[src/sahi_pkg.sv]
// shared constants and types of the converter host interface
package sahi_pkg;
  localparam int          RESULT_W        = 12;
  localparam int          DATA_W          = 8;
  localparam int          CMD_W           = 3;
  localparam int          PIN_W           = 7;
  localparam int          BIT_IDX_W       = 4;
  // command word fields: mode in bits 1:0, output code select in bit 2
  localparam int          CMD_MODE_LSB    = 0;
  localparam int          CMD_MODE_MSB    = 1;
  localparam int          CMD_CODE_BIT    = 2;
  localparam logic [2:0]  CMD_RESET       = 3'h0;
  // host programmable conversion modes
  localparam logic [1:0]  MODE_WR_START   = 2'h0;
  localparam logic [1:0]  MODE_RD_START   = 2'h1;
  localparam logic [1:0]  MODE_DMA        = 2'h2;
  localparam logic [1:0]  MODE_WR_FREE    = 2'h3;
  // synchronised pin vector {select_n, read_n, write_n, cmd_data, d2..d0}
  localparam int          PIN_CS_BIT      = 6;
  localparam int          PIN_RD_BIT      = 5;
  localparam int          PIN_WR_BIT      = 4;
  localparam int          PIN_CD_BIT      = 3;
  localparam logic [6:0]  PIN_IDLE        = 7'h70;
  // successive approximation
  localparam logic [11:0] SAR_FIRST_TRIAL = 12'h800;
  localparam logic [11:0] SAR_CODE_RESET  = 12'h000;
  localparam logic [3:0]  SAR_TOP_BIT     = 4'hB;
  localparam logic [11:0] SIGN_FLIP       = 12'h800;
  localparam int          CONV_CYCLES     = RESULT_W;
  // data bus drive patterns
  localparam logic [7:0]  BUS_ALL_ON      = 8'hFF;
  localparam logic [7:0]  BUS_OFF         = 8'h00;
  localparam logic [3:0]  NIBBLE_ZERO     = 4'h0;

  typedef enum logic [1:0] {
    SAHI_IDLE  = 2'b00,
    SAHI_TRIAL = 2'b01
  } sahi_sar_state_e;
endpackage

[src/sahi_sar_if.sv]
// signals between the host control logic and the approximation sequencer
interface sahi_sar_if;
  import sahi_pkg::*;
  logic                start;
  logic                clear;
  logic                comp;
  logic                busy;
  logic                done;
  logic [RESULT_W-1:0] trial;

  modport ctrl (output start, output clear, output comp,
                input busy, input done, input trial);
  modport seq  (input start, input clear, input comp,
                output busy, output done, output trial);
endinterface

[src/sahi_sar_seq.sv]
// successive approximation sequencer, one bit per clock, msb first
module sahi_sar_seq
  import sahi_pkg::*;
(
  input wire logic clk,
  input wire logic reset,
  input wire logic clk_en,
  sahi_sar_if.seq  sar
);
  sahi_sar_state_e      state_reg;
  sahi_sar_state_e      state_next;
  logic [RESULT_W-1:0]  code_reg;
  logic [RESULT_W-1:0]  code_next;
  logic [BIT_IDX_W-1:0] bit_reg;
  logic [BIT_IDX_W-1:0] bit_next;
  logic                 done_reg;
  logic                 done_next;
  logic [RESULT_W-1:0]  trial_bit;
  logic [RESULT_W-1:0]  kept;

  // current trial bit and the code after this bit is decided
  assign trial_bit = SAR_FIRST_TRIAL >> (SAR_TOP_BIT - bit_reg);
  assign kept      = sar.comp ? code_reg : (code_reg & ~trial_bit);
  assign sar.busy  = (state_reg == SAHI_TRIAL);
  assign sar.done  = done_reg;
  assign sar.trial = code_reg;

  // next state: clear beats start, start restarts at the msb
  always_comb begin
    state_next = state_reg;
    code_next  = code_reg;
    bit_next   = bit_reg;
    done_next  = 1'b0;
    if (sar.clear) begin
      state_next = SAHI_IDLE;
      code_next  = SAR_CODE_RESET;
    end else if (sar.start) begin
      state_next = SAHI_TRIAL; // RULE_20
      code_next  = SAR_FIRST_TRIAL;
      bit_next   = SAR_TOP_BIT;
    end else begin
      case (state_reg)
        SAHI_TRIAL: begin
          bit_next = bit_reg - 4'h1;
          if (bit_reg == 4'h0) begin
            code_next  = kept; // RULE_20
            state_next = SAHI_IDLE;
            done_next  = 1'b1;
          end else begin
            code_next = kept | (trial_bit >> 1);
          end
        end
        SAHI_IDLE: begin
          state_next = SAHI_IDLE;
        end
        default: begin
          state_next = SAHI_IDLE;
        end
      endcase
    end
  end

  // sequencer registers, advanced only by the converter clock
  always_ff @(posedge clk) begin
    if (reset) begin
      state_reg <= SAHI_IDLE;
      code_reg  <= SAR_CODE_RESET;
      bit_reg   <= 4'h0;
      done_reg  <= 1'b0;
    end else if (clk_en) begin // RULE_19
      state_reg <= state_next;
      code_reg  <= code_next;
      bit_reg   <= bit_next;
      done_reg  <= done_next;
    end
  end
endmodule

[src/sahi_adc_ctrl.sv]
// host bus control of a 12-bit successive approximation converter
// Function
// [RULE_01] completion output is released while converting, pulled low when data valid
// [RULE_02] modes 0 to 2: completion is gated by the read and write strobes
// [RULE_03] modes 3 and 4: completion shows converter status at all times
// [RULE_04] write with command select high loads the three low data lines
// [RULE_05] command picks output code and one of modes 0 to 3
// [RULE_06] low byte read drives eight result lsbs, line 0 the lsb
// [RULE_07] high byte read drives the four result msbs on lines 0 to 3
// [RULE_08] two's complement high byte repeats the sign on lines 4 to 7
// [RULE_09] mode 2 alternates low and high bytes itself, ignoring command select
// [RULE_10] the 12-bit result is returned in two byte reads
// [RULE_11] lines 0 to 2 are two-way, lines 3 to 7 output only
// [RULE_12] the host holds device select low during every access
// [RULE_13] mode 2: select high holds the sequencer cleared, its fall starts
// [RULE_14] mode 2: after the first result, reads start later conversions
// [RULE_15] modes 1 and 2 start on reads; reads always return result data
// [RULE_16] modes 0 and 3: a write restarts the sequencer
// [RULE_17] read and write strobes together force stand-alone conversion
// [RULE_18] stand-alone mode is reached by the pins only, never by command
// [RULE_19] conversion advances only on the supplied clock
// [RULE_20] one bit per clock, msb first, completion after twelve bits
// [RULE_21] data lines float unless a selected read is in progress
//
// The register offsets and strobed register access were left to the implementer.
module sahi_adc_ctrl
  import sahi_pkg::*;
(
  input  wire logic                clk,
  input  wire logic                reset,
  input  wire logic                clk_en,
  input  wire logic                device_select_n,
  input  wire logic                read_strobe_n,
  input  wire logic                write_strobe_n,
  input  wire logic                command_or_data_select,
  input  wire logic [CMD_W-1:0]    data_in,
  input  wire logic                comp_in,
  output logic      [DATA_W-1:0]   data_out,
  output logic      [DATA_W-1:0]   data_oe,
  output logic                     conversion_done_n_out,
  output logic                     conversion_done_n_oe,
  output logic      [RESULT_W-1:0] dac_code
);
  sahi_sar_if sar ();

  // pin history, command and result registers
  logic [PIN_W-1:0]    s1_reg;
  logic [PIN_W-1:0]    s2_reg;
  logic [PIN_W-1:0]    s3_reg;
  logic [PIN_W-1:0]    filt_reg;
  logic [PIN_W-1:0]    filt_next;
  logic [PIN_W-1:0]    prev_reg;
  logic [CMD_W-1:0]    cmd_reg;
  logic                standalone_reg;
  logic                valid_reg;
  logic                valid_next;
  logic                first_done_reg;
  logic                first_done_next;
  logic                byte_hi_reg;
  logic                byte_hi_next;
  logic [RESULT_W-1:0] result_reg;
  logic [DATA_W-1:0]   data_out_reg;
  logic [DATA_W-1:0]   data_out_next;
  logic [DATA_W-1:0]   data_oe_reg;
  logic [DATA_W-1:0]   data_oe_next;
  logic                ack_oe_reg;
  logic                ack_oe_next;
  logic                ack_out_reg;

  // decoded pin levels, start sources and the data path
  logic                cs_act;
  logic                rd_act;
  logic                wr_act;
  logic                cd_hi;
  logic                both;
  logic                cs_fall;
  logic                rd_fall;
  logic                rd_rise;
  logic                wr_fall;
  logic [1:0]          mode;
  logic                twos;
  logic                dma;
  logic                dma_hold;
  logic                cmd_load;
  logic                wr_start;
  logic                rd_start;
  logic                cs_start;
  logic                sa_start;
  logic                reading;
  logic                read_hi;
  logic                conv_done;
  logic                gated;
  logic [RESULT_W-1:0] coded;
  logic [3:0]          fill;

  // true on the cycle an active-low strobe goes active
  function automatic logic sahi_fell(input logic prev_n, input logic cur_n);
    return prev_n & ~cur_n;
  endfunction

  // a pin change counts once the second and third stages agree
  assign filt_next = ((s2_reg ~^ s3_reg) & s3_reg) | ((s2_reg ^ s3_reg) & filt_reg);

  // filtered pin levels and their edges
  assign cs_act  = ~filt_reg[PIN_CS_BIT];
  assign rd_act  = ~filt_reg[PIN_RD_BIT];
  assign wr_act  = ~filt_reg[PIN_WR_BIT];
  assign cd_hi   = filt_reg[PIN_CD_BIT];
  assign cs_fall = sahi_fell(prev_reg[PIN_CS_BIT], filt_reg[PIN_CS_BIT]);
  assign rd_fall = sahi_fell(prev_reg[PIN_RD_BIT], filt_reg[PIN_RD_BIT]);
  assign wr_fall = sahi_fell(prev_reg[PIN_WR_BIT], filt_reg[PIN_WR_BIT]);
  assign rd_rise = sahi_fell(filt_reg[PIN_RD_BIT], prev_reg[PIN_RD_BIT]);
  assign both    = rd_act & wr_act; // RULE_17

  // command fields; stand-alone has no command code at all
  assign mode = cmd_reg[CMD_MODE_MSB:CMD_MODE_LSB]; // RULE_05
  assign twos = cmd_reg[CMD_CODE_BIT]; // RULE_05
  assign dma  = (mode == MODE_DMA) & ~standalone_reg;

  // conversion start and clear sources
  assign cmd_load = wr_fall & cs_act & cd_hi & ~both; // RULE_04 RULE_18
  assign wr_start = wr_fall & cs_act & ~cd_hi & ~both
                  & ((mode == MODE_WR_START) | (mode == MODE_WR_FREE)); // RULE_16
  assign rd_start = rd_fall & cs_act & ~both
                  & (((mode == MODE_RD_START) & cd_hi)
                  | (dma & first_done_reg & byte_hi_reg)); // RULE_14 RULE_15
  assign cs_start = cs_fall & dma & ~both; // RULE_13
  // held together, the strobes launch a new conversion at every valid result
  assign sa_start = both & (~standalone_reg | valid_reg); // RULE_17
  assign dma_hold = dma & ~cs_act & ~both; // RULE_13
  assign sar.start = sa_start | wr_start | rd_start | cs_start;
  assign sar.clear = dma_hold;
  assign sar.comp  = comp_in;

  // result flags: a completion wins over a coincident restart
  assign valid_next      = sar.done | (valid_reg & ~sar.start & ~sar.clear);
  assign first_done_next = (sar.done & dma) | (first_done_reg & ~dma_hold);
  // mode 2: the high-byte read of a result launches the next, keeping pairs coherent
  assign byte_hi_next    = dma_hold ? 1'b0
                         : ((rd_rise & cs_act & dma) ? ~byte_hi_reg : byte_hi_reg); // RULE_09

  // read data path: byte select, output code and sign fill
  assign reading = cs_act & rd_act & ~both; // RULE_21
  assign read_hi = dma ? byte_hi_reg : cd_hi; // RULE_09 RULE_10
  assign coded   = twos ? (result_reg ^ SIGN_FLIP) : result_reg;
  assign fill    = twos ? {4{coded[RESULT_W-1]}} : NIBBLE_ZERO; // RULE_08
  assign data_out_next = read_hi ? {fill, coded[RESULT_W-1:DATA_W]} // RULE_07
                                 : coded[DATA_W-1:0]; // RULE_06
  assign data_oe_next  = reading ? BUS_ALL_ON : BUS_OFF; // RULE_11 RULE_21

  // completion pin: gated in modes 0 to 2, free in modes 3 and 4
  // released while busy, so a strobe held during conversion sees wait states
  assign conv_done   = valid_reg & ~sar.busy; // RULE_01
  assign gated       = ~standalone_reg & (mode != MODE_WR_FREE); // RULE_02
  assign ack_oe_next = gated ? (conv_done & cs_act & (rd_act | wr_act)) // RULE_02
                             : conv_done; // RULE_03

  // pin synchroniser, three stages
  // one-cycle glitches never reach filt_reg: stages two and three must agree
  always_ff @(posedge clk) begin
    if (reset) begin
      s1_reg   <= PIN_IDLE;
      s2_reg   <= PIN_IDLE;
      s3_reg   <= PIN_IDLE;
      filt_reg <= PIN_IDLE;
      prev_reg <= PIN_IDLE;
    end else if (clk_en) begin
      s1_reg   <= {device_select_n, read_strobe_n, write_strobe_n,
                   command_or_data_select, data_in};
      s2_reg   <= s1_reg;
      s3_reg   <= s2_reg;
      filt_reg <= filt_next;
      prev_reg <= filt_reg;
    end
  end

  // command register and mode flags
  always_ff @(posedge clk) begin
    if (reset) begin
      cmd_reg        <= CMD_RESET;
      standalone_reg <= 1'b0;
      first_done_reg <= 1'b0;
      byte_hi_reg    <= 1'b0;
    end else if (clk_en) begin
      if (cmd_load) begin
        cmd_reg <= filt_reg[CMD_W-1:0]; // RULE_04
      end
      standalone_reg <= both; // RULE_17 RULE_18
      first_done_reg <= first_done_next;
      byte_hi_reg    <= byte_hi_next;
    end
  end

  // result capture and pin registers
  always_ff @(posedge clk) begin
    if (reset) begin
      valid_reg    <= 1'b0;
      result_reg   <= SAR_CODE_RESET;
      data_out_reg <= BUS_OFF;
      data_oe_reg  <= BUS_OFF;
      ack_oe_reg   <= 1'b0;
      ack_out_reg  <= 1'b0;
    end else if (clk_en) begin
      valid_reg <= valid_next;
      if (sar.done) begin
        result_reg <= sar.trial;
      end
      data_out_reg <= data_out_next; // RULE_15
      data_oe_reg  <= data_oe_next;
      ack_oe_reg   <= ack_oe_next; // RULE_01
      ack_out_reg  <= 1'b0;
    end
  end

  sahi_sar_seq u_seq (
    .clk    (clk),
    .reset  (reset),
    .clk_en (clk_en),
    .sar    (sar)
  );

  // the pins are driven from flip-flops only
  // open collector: the output only pulls low, the enable carries the status
  assign data_out              = data_out_reg;
  assign data_oe               = data_oe_reg;
  assign conversion_done_n_out = ack_out_reg;
  assign conversion_done_n_oe  = ack_oe_reg;
  assign dac_code              = sar.trial;
endmodule

[config.mk]
export PLATFORM = sky130hd
export DESIGN_NAME = sahi_adc_ctrl
export DESIGN_NICKNAME = d
export VERILOG_FILES = /design/src/sahi_pkg.sv /design/src/sahi_sar_if.sv /design/src/sahi_sar_seq.sv /design/src/sahi_adc_ctrl.sv
export SDC_FILE = /design/constraint.sdc
export NUM_CORES = 1
export LEC_CHECK = 0
export BUFFER_PORTS_ARGS = -buffer_cell sky130_fd_sc_hd__buf_2
export CORE_MARGIN = 4
export CORE_UTILIZATION = 25
export CTS_BUF_LIST = sky130_fd_sc_hd__clkbuf_2 sky130_fd_sc_hd__clkbuf_4 sky130_fd_sc_hd__clkbuf_8
export DETAILED_ROUTE_END_ITERATION = 10
export GPL_TIMING_DRIVEN = 0
export HOLD_SLACK_MARGIN = 0.1
export SLEW_MARGIN = 25
export SYNTH_ARGS = -nofsm -noshare
export SYNTH_HDL_FRONTEND = slang
export SYNTH_SLANG_ARGS = --single-unit
export TNS_END_PERCENT = 20
[constraint.sdc]
create_clock -name clk -period 4.7 [get_ports clk]
set_clock_uncertainty 0.2 [all_clocks]
set_input_delay 0.705 -clock clk [delete_from_list [all_inputs] [get_ports clk]]
set_output_delay 0.705 -clock clk [all_outputs]
set_load 0.05 [all_outputs]
==> results of run 1 <==
==> cells in the mapped netlist, types with 4 or more instances <==
library cell,instances,area (um2)
a211oi_1,7,52.6
nor3_1,8,40.0
nor2_1,43,161
nand3_1,9,45.0
nor2b_1,14,87.6
and2_1,5,31.3
o211ai_1,6,45.0
a31oi_1,5,31.3
buf_1,4,15.0
buf_2,4,20.0
inv_1,12,45.0
a211o_1,12,105
clkbuf_1,16,60.1
or2_2,4,25.0
a21oi_1,30,150
nand2b_1,5,31.3
mux2i_1,18,180
buf_4,8,60.1
o21ai_0,17,85.1
ha_1,17,213
o21ai_1,4,20.0
nand2_1,54,203
dfxtp_1,78,1560
==> metal layers <==
layer | wire, um | global-route usage, %
met5 | 0 | 0
met4 | 144 | 3.81
met3 | 493 | 4.00
met2 | 4010 | 17.3
met1 | 4420 | 15.4
==> placed cells by master, fill, tap and decap left out, drive strengths merged, types with 7 or more instances in the layout <==
cell	synthesis	routed
a21oi	31	31
nor2	43	43
o21ai	21	21
nand3	9	9
nor2b	14	14
a211oi	7	7
inv	12	12
buf	18	56
a211o	12	12
mux2i	19	19
nor3	10	10
nand2	55	55
dfxtp	78	78
ha	17	17
clkbuf	16	30
==> worst reg2reg max path, stage by stage, from the launching register on <==
cell and delay [ns]:
dfxtp_1 0.39, ha_1 0.22, nor2b_1 0.40, mux2i_2 0.61
nor2b_1 0.20, a211oi_1 0.29, nor3_1 0.08
==> worst paths after layout <==
kind / from / endpoint / slack, ns / cells past startpoint
worst max-delay path: clk_en / data_out[3] / 2.17 / 6
worst min-delay path: result_reg[3] / result_reg[3] / 0.25 / 2
worst max register to register: cmd_reg[1] / data_out[4] / 2.19 / 6
worst min register to register: result_reg[3] / result_reg[3] / 0.25 / 2
==> where the power goes <==
part	switching (mW)	internal, mW	leakage [nW]
clock	0.231	0.235	0.0968
sequential	0.0129	0.678	0.634
combinational	0.0802	0.0429	0.901
==> cell type report <==
| cell class | count | area [um2] |
|---|---|---|
| clock buffer | 14 | 174 |
| tap | 180 | 225 |
| fill | 1504 | 9830 |
| timing repair buffer | 38 | 190 |
| buffer | 34 | 178 |
| inverter | 12 | 45.0 |
| sequential | 78 | 1560 |
| multi-input combinational | 293 | 1830 |
| clock inverter | 1 | 5.00 |
==> through the flow <==
step                instance area, um2  setup slack (ns)  utilization, %  total power, mW  hold WS [ns]
floorplan                         3620              2.54               -            0.794         0.231
global placement                  4030              1.95            28.7            0.826         0.241
detailed placement                4030              1.84            28.7            0.829         0.245
CTS                               4210              2.17            30.0             1.30         0.255
global route                      4210              1.95            30.0             1.34         0.278
finish                            4210              2.17            30.0             1.28         0.252
==> logic make-up after synthesis <==
family / after synthesis
AO/OA/AOI/OAI: 96
XOR/XNOR: 1
adder cells (fa/ha/maj): 17
buffers and inverters: 46
flip-flops: 78
multiplexers: 19
other: 1
AND/OR/NAND/NOR: 159
==> run_results.csv, run 1 <==
group,metric,value,unit
status,status,"complete, no violations",
logic_synthesis,synth_seq_area_share,43.2,%
critical_path,cpMostUsedCell,"clkbuf_1",
drt,drt_iter0_markers,179,
drt,post_drt_via_cell_ratio,4.80,
critical_path,timing.critical_path.arrival,2.61,ns
drt,detailed_routing_iterations_pass_1,4,
critical_path,critical_path_cell_by_cell,"buf_2 > clkbuf_1 > clkbuf_1 > buf_1 > o21ai_0 > a21oi_1",
finish,final_stage_net_count,494,
logic_synthesis,synth-simple-area-share,21.8,%
clock_tree,tritoncts.num_buffers,9,
logic_synthesis,synth_fa_ha_area_share,5.88,%
drt,route.detailed.drc,0,
logic_synthesis,synth-main-ff-cell,"dfxtp_1",
logic_synthesis,ys.warnings.count,0,
sta,final.min_clock_period,2.53,ns
sta,finalCritPeriodShare,53.9,%
power_and_ir_drop,irDropWorstVdd,122,uV
drt,route.antenna.remaining_nets,0,
grt,first_global_vias,3036,
critical_path,critical_path.n_buffers_inverters,4,
grt,grt-ovfl-total,0,
grt,grt_start_max_net_pins,12,
floorplan,core-area,14000,um2
placed_design,post-dp-hpwl,6690,um
logic_synthesis,yosys-mux-area-fraction,5.36,%
clock_tree,post_cts.repair.setup_buffers,0,
clock_tree,cts.htree.levels,3,
logic_synthesis,synth_cell_type_count,50,
critical_path,crit_slowest_cell,"buf_1",
sta,worstMarginPinSlew,0.607,ns
sta,slew_viol_final,0,
critical_path,cpPeakStageDelay,0.50,ns
placed_design,post-place-cells,635,
floorplan,placementRows,43,
clock_tree,cts-root-to-sink-buffers,2,
min_path,holdCritPathClass,"reg2reg",
critical_path,required,4.78,ns
finish,areaGrowthSynthToFinish,16.4,%
power_and_ir_drop,total_leakage_power,1.63,nW
floorplan,dieArea,16500,um2
logic_synthesis,synth.net_count,445,
finish,finish.cell_count_without_fillers,650,
critical_path,worst-path-max-fanout,10,
grt,wire_length_of_the_first_global_routing_pass,15200,um
logic_synthesis,mappedNetlistArea,3620,um2
clock_tree,postCtsHoldBufs,0,
floorplan,floorplan.initialDensity,25.8,%
sta,finalHoldViolations,0,
sta,final.setup.tns,0,ns
finish,drive_above_1_share,17.0,%
clock_tree,cts_sinks,78,
logic_synthesis,synth.ff_latch_count,78,
logic_synthesis,synth_top_family_by_area,"simple AND/OR/NAND/NOR gates",
grt,grt_util_all_layers,11.5,%
clock_tree,clock_latency,0.35,ns
sta,max_freq,0.395,GHz
grt,antenna_violations_before_repair,0,
drt,detailroute.via_count,3121,
logic_synthesis,synthXorXnorAreaFrac,0.242,%
finish,num_antenna_cells,0,
drt,postRouteWirelength,9070,um
clock_tree,cts_tree,"done",
critical_path,critical_path.startpoint_type,"input port",
critical_path,critical_path.top_delay_family,"buffers and inverters",
run,maxCapViolations,0,
power_and_ir_drop,power_density,304,nW/um2
sta,grt_setup_unrepaired,"no",
drt,route.detailed.wl_per_inst,13.9,um
clock_tree,cts.root.buffer_cell,"clkbuf_8",
floorplan,die_width,128,um
logic_synthesis,synth_async_sr_flop_share,0,%
logic_synthesis,synth-edff-count,0,
clock_tree,cts_resized,0,
sta,setup_viol,0,
logic_synthesis,synthCells,417,
critical_path,setup_crit_end_kind,"register",
logic_synthesis,post_synth.cell_area_avg,8.67,um2
clock_tree,clk_pin_slew_worst_paths,0.07,ns
placed_design,place.gp.congestion,0.914,
sta,max-slew-margin-rel,58.7,%
critical_path,crit_type,"in2reg",
floorplan,ios,41,
floorplan,chipHeight,128,um
logic_synthesis,synthesized_area_fraction_occupied_by_ao_oa_aoi_and_oai_cells,17.3,%
placed_design,io_buffers,38,
Note: power is estimated with default switching activity, not from simulation.
==> run 2: changes to the inputs <==
==> constraint.sdc (replaced) <==
create_clock -name clk -period 2.1 [get_ports clk]
set_clock_uncertainty 0.2 [all_clocks]
set_input_delay 0.315 -clock clk [delete_from_list [all_inputs] [get_ports clk]]
set_output_delay 0.315 -clock clk [all_outputs]
set_load 0.05 [all_outputs]
==> run_results.csv, run 2 (synthesized netlist as in run 1, its figures left out) <==
group,metric,value,unit
critical_path,critical_path_cell_by_cell,"buf_6 > or4bb_4 > a21oi_4 > o41ai_4 > buf_6 > a31oi_2 > o32ai_2",
floorplan,chipHeight,128,um
clock_tree,cts-root-to-sink-buffers,2,
critical_path,timing.critical_path.arrival,2.11,ns
clock_tree,cts.root.buffer_cell,"clkbuf_8",
critical_path,cpPeakStageDelay,0.53,ns
status,status,"complete, no violations",
sta,setup_viol,0,
finish,layout.filler_cells,1455,
clock_tree,clk_pin_slew_worst_paths,0.08,ns
grt,first_global_vias,3102,
drt,route.detailed.wl_per_inst,13.9,um
sta,slew_viol_final,0,
drt,route.antenna.remaining_nets,0,
floorplan,placementRows,43,
placed_design,post-dp-hpwl,6660,um
sta,worstMarginPinSlew,0.561,ns
placed_design,place.gp.congestion,0.898,
floorplan,die_width,128,um
critical_path,crit_type,"reg2reg",
clock_tree,cts.htree.levels,3,
sta,final.min_clock_period,2.07,ns
critical_path,critical_path.n_buffers_inverters,2,
floorplan,dieArea,16500,um2
critical_path,critical_path.top_delay_family,"compound AO/OA/AOI/OAI gates",
min_path,holdCritPathClass,"in2reg",
critical_path,critical_path.startpoint_type,"register",
sta,final.setup.tns,0,ns
drt,post_drt_via_cell_ratio,4.75,
drt,detailed_routing_iterations_pass_1,4,
critical_path,worst-path-max-fanout,5,
power_and_ir_drop,irDropWorstVdd,312,uV
finish,num_antenna_cells,0,
power_and_ir_drop,totalPowerFinal,2.94,mW
finish,areaGrowthSynthToFinish,26.0,%
clock_tree,cts_sinks,78,
finish,final_stage_net_count,512,
critical_path,required,2.14,ns
grt,wire_length_of_the_first_global_routing_pass,15600,um
drt,route.detailed.drc,0,
grt,grt_util_all_layers,11.8,%
clock_tree,tritoncts.num_buffers,9,
finish,finish.cell_count_without_fillers,669,
finish,final_common_cell,"dfxtp_1",
sta,finalCritPeriodShare,98.4,%
critical_path,setup_crit_end_kind,"register",
floorplan,ios,41,
critical_path,cpMostUsedCell,"buf_6",
clock_tree,clock_latency,0.36,ns
placed_design,post-place-cells,635,
floorplan,core-area,14000,um2
sta,finalHoldViolations,0,
critical_path,crit_slowest_cell,"or4bb_4",
power_and_ir_drop,total_leakage_power,1.76,nW
sta,max-slew-margin-rel,62.3,%
placed_design,io_buffers,38,
drt,postRouteWirelength,9290,um
drt,detailroute.via_count,3176,
clock_tree,cts_tree,"done",
floorplan,floorplan.initialDensity,25.8,%
power_and_ir_drop,power_density,644,nW/um2
finish,final_cell_mix,"71 x dfxtp_1, 54 x nand2_1, 43 x nor2_1",
grt,grt_start_max_net_pins,13,
sta,grt_setup_unrepaired,"yes",
finish,drive_above_1_share,23.9,%
drt,drt_iter0_markers,200,
grt,antenna_violations_before_repair,0,
sta,max_freq,0.484,GHz
run,maxCapViolations,0,
grt,grt-ovfl-total,0,
-- run 2: layer usage --
metal | GRT usage [%] | share of wire (%) | vias up
li1 | - | - | 1571
met1 | 15.6 | 47 | 1505
met2 | 18.6 | 46 | 89
met3 | 3.75 | 6.1 | 11
met4 | 2.93 | 0.79 | 0
met5 | 0 | 0 | -
-- run 2: through the flow --
step	setup slack (ns)	instance area (um2)	utilization [%]	hold WS [ns]
after floorplan	0.000977	3620	-	0.231
after global placement	-0.345	4030	28.7	0.241
after detailed placement	-0.377	4030	28.7	0.250
after CTS	0.000187	4480	31.9	0.176
after global routing	-0.0429	4560	32.4	0.197
final	0.0339	4560	32.4	0.191
-- run 2: where the power goes --
part	switching (mW)	internal (mW)	total (mW)
clock network	0.538	0.536	1.07
logic	0.189	0.123	0.312
registers	0.0310	1.52	1.55
-- run 2: final cells by class --
class	instances	area, um2	share of cell area (%)
plain buffers	33	199	4.37
repair buffers	57	375	8.24
well taps	180	225	4.94
inverters	12	45.0	0.989
flip-flops and latches	78	1570	34.5
clock inverters	3	17.5	0.385
multi-input cells	293	1950	42.8
clock buffers	13	173	3.79
-- run 2: worst min-delay path: stages --
cell     delay (ns)
buf_2          0.12
and2_1         0.18
a211o_1        0.10
-- run 2: worst paths after layout --
kind / startpoint / to / slack (ns) / cells past startpoint
hold / removal: clk_en / prev_reg[5] / 0.19 / 3
setup reg to reg: filt_reg[6] / u_seq.sar.trial[2] / 0.03 / 7
hold reg to reg: result_reg[1] / result_reg[1] / 0.26 / 2
setup / recovery: filt_reg[6] / u_seq.sar.trial[2] / 0.03 / 7
-- run 2: timing repair --
action	in CTS	in global routing
hold buffers	7	0
setup buffers	7	4
pin swaps	5	6
resized for setup	24	13
endpoints found under the hold margin	7	0
cloned	1	0
setup endpoints to repair	21	21
==> run 3: changes to the inputs <==
==> constraint.sdc (replaced) <==
create_clock -name clk -period 1.96 [get_ports clk]
set_clock_uncertainty 0.2 [all_clocks]
set_input_delay 0.294 -clock clk [delete_from_list [all_inputs] [get_ports clk]]
set_output_delay 0.294 -clock clk [all_outputs]
set_load 0.05 [all_outputs]
==> run_results.csv, run 3 (synthesized netlist as in run 1, its figures left out) <==
group,metric,value,unit
clock_tree,cts_tree,"done",
placed_design,post-place-cells,635,
placed_design,place.gp.congestion,0.878,
finish,layout.filler_cells,1460,
finish,final_common_cell,"dfxtp_1",
critical_path,regToRegEndpoint,"u_seq.sar.trial[0]",
sta,worstMarginPinSlew,0.587,ns
status,status,"complete, but fails checks",
sta,max_freq,0.488,GHz
critical_path,r2r_cells,7,
critical_path,required,2.00,ns
clock_tree,clk_pin_slew_worst_paths,0.09,ns
status,violations,"negative setup slack",
sta,finalCritPeriodShare,105,%
sta,post-route-worst-setup-slack,-0.0907,ns
drt,drt_iter0_markers,191,
grt,grt_start_max_net_pins,14,
clock_tree,cts.root.buffer_cell,"clkbuf_8",
floorplan,dieArea,16500,um2
grt,grt_util_all_layers,11.5,%
critical_path,crit_path_end,"u_seq.sar.trial[0]",
critical_path,critical_path.startpoint,"filt_reg[6]",
clock_tree,cts_sinks,78,
clock_tree,cts-root-to-sink-buffers,2,
sta,final.min_clock_period,2.05,ns
finish,finish.cell_count_without_fillers,665,
critical_path,worstReg2RegStart,"filt_reg[6]",
grt,wire_length_of_the_first_global_routing_pass,15300,um
sta,finalHoldViolations,0,
power_and_ir_drop,power_density,716,nW/um2
critical_path,crit_type,"reg2reg",
drt,postRouteWirelength,9320,um
critical_path,worst-path-max-fanout,5,
drt,route.antenna.remaining_nets,0,
critical_path,timing.reg2reg.setup_slack,-0.09,ns
drt,detailroute.via_count,3152,
power_and_ir_drop,totalPowerFinal,3.27,mW
critical_path,setup_crit_end_kind,"register",
sta,max-slew-margin-rel,60.6,%
grt,first_global_vias,3026,
sta,final.setup.tns,-0.922,ns
critical_path,timing.critical_path.arrival,2.09,ns
critical_path,critical_path.startpoint_type,"register",
floorplan,floorplan.initialDensity,25.8,%
finish,drive_above_1_share,23.9,%
min_path,hold-path-cell-count,3,
floorplan,chipHeight,128,um
placed_design,post-dp-hpwl,6660,um
finish,areaGrowthSynthToFinish,26.2,%
drt,route.detailed.drc,0,
finish,final_cell_mix,"71 x dfxtp_1, 53 x nand2_1, 42 x nor2_1",
finish,num_antenna_cells,0,
clock_tree,tritoncts.num_buffers,9,
finish,final_stage_net_count,508,
clock_tree,cts.htree.levels,3,
drt,detailed_routing_iterations_pass_1,5,
drt,post_drt_via_cell_ratio,4.74,
min_path,holdCritPathClass,"in2reg",
floorplan,placementRows,43,
placed_design,io_buffers,38,
floorplan,die_width,128,um
floorplan,ios,41,
power_and_ir_drop,total_leakage_power,1.75,nW
power_and_ir_drop,irDropWorstVdd,312,uV
clock_tree,clock_latency,0.35,ns
grt,antenna_violations_before_repair,0,
floorplan,core-area,14000,um2
sta,setup_viol,15,
grt,grt-ovfl-total,0,
sta,grt_setup_unrepaired,"yes",
run,maxCapViolations,0,
sta,slew_viol_final,0,
drt,route.detailed.wl_per_inst,14.0,um
run 3: worst max-delay path, cell delays in order (launching register included):
cell      delay (ns)
dfxtp_2         0.33
buf_6           0.11
or4bb_4         0.52
a21oi_4         0.23
nor3_4          0.09
clkbuf_8        0.19
a31oi_1         0.17
o32ai_1         0.09
run 3: timing repair:
item	in CTS	in global routing
pin swaps	10	2
endpoints found under the setup margin	25	29
buffers inserted	5	1
gates resized for setup	21	11
endpoints found under the hold margin	7	0
hold buffers	7	0
cloned	2	0
run 3: per-stage QoR:
step                setup WS [ns]  hold WS (ns)  cell area (um2)  util (%)
floorplan                 -0.0134         0.216             3680         -
global placement           -0.334         0.241             4090      29.1
detailed placement         -0.399         0.245             4090      29.1
CTS                        -0.103         0.142             4530      32.3
global route               -0.157         0.152             4560      32.5
finish                    -0.0907         0.162             4560      32.5
run 3: worst min-delay path by stage:
stage	startpoint	endpoint	slack, ns
after global placement	s1_reg[5]	s2_reg[5]	0.24
after floorplan	write_strobe_n	s1_reg[4]	0.22
after CTS	clk_en	prev_reg[5]	0.14
final	clk_en	prev_reg[5]	0.16
after global routing	clk_en	prev_reg[5]	0.15
after detailed placement	result_reg[3]	result_reg[3]	0.24
run 3: final cells by class:
type                            instances  area [um2]  area share, %
Multi-Input combinational cell        293        1970           43.2
Sequential cell                        78        1580           34.5
Timing Repair Buffer                   53         337           7.38
Tap cell                              180         225           4.94
Buffer                                 33         200           4.39
Clock buffer                           11         151           3.32
Clock inverter                          5        56.3           1.23
Inverter                               12        45.0          0.987
run 3: layer usage:
metal,track usage [%],vias up,share of wire [%]
li1,-,1575,-
met1,15.1,1488,47
met2,19.0,79,46
met3,3.04,10,5.5
met4,2.12,0,1.0
met5,0,-,0
run 3: where the power goes:
group          leakage (nW)  internal, mW  switching (mW)
Clock                 0.106         0.658           0.611
Combinational          1.01         0.133           0.207
Sequential            0.636          1.63          0.0328
Total                  1.75          2.42           0.851
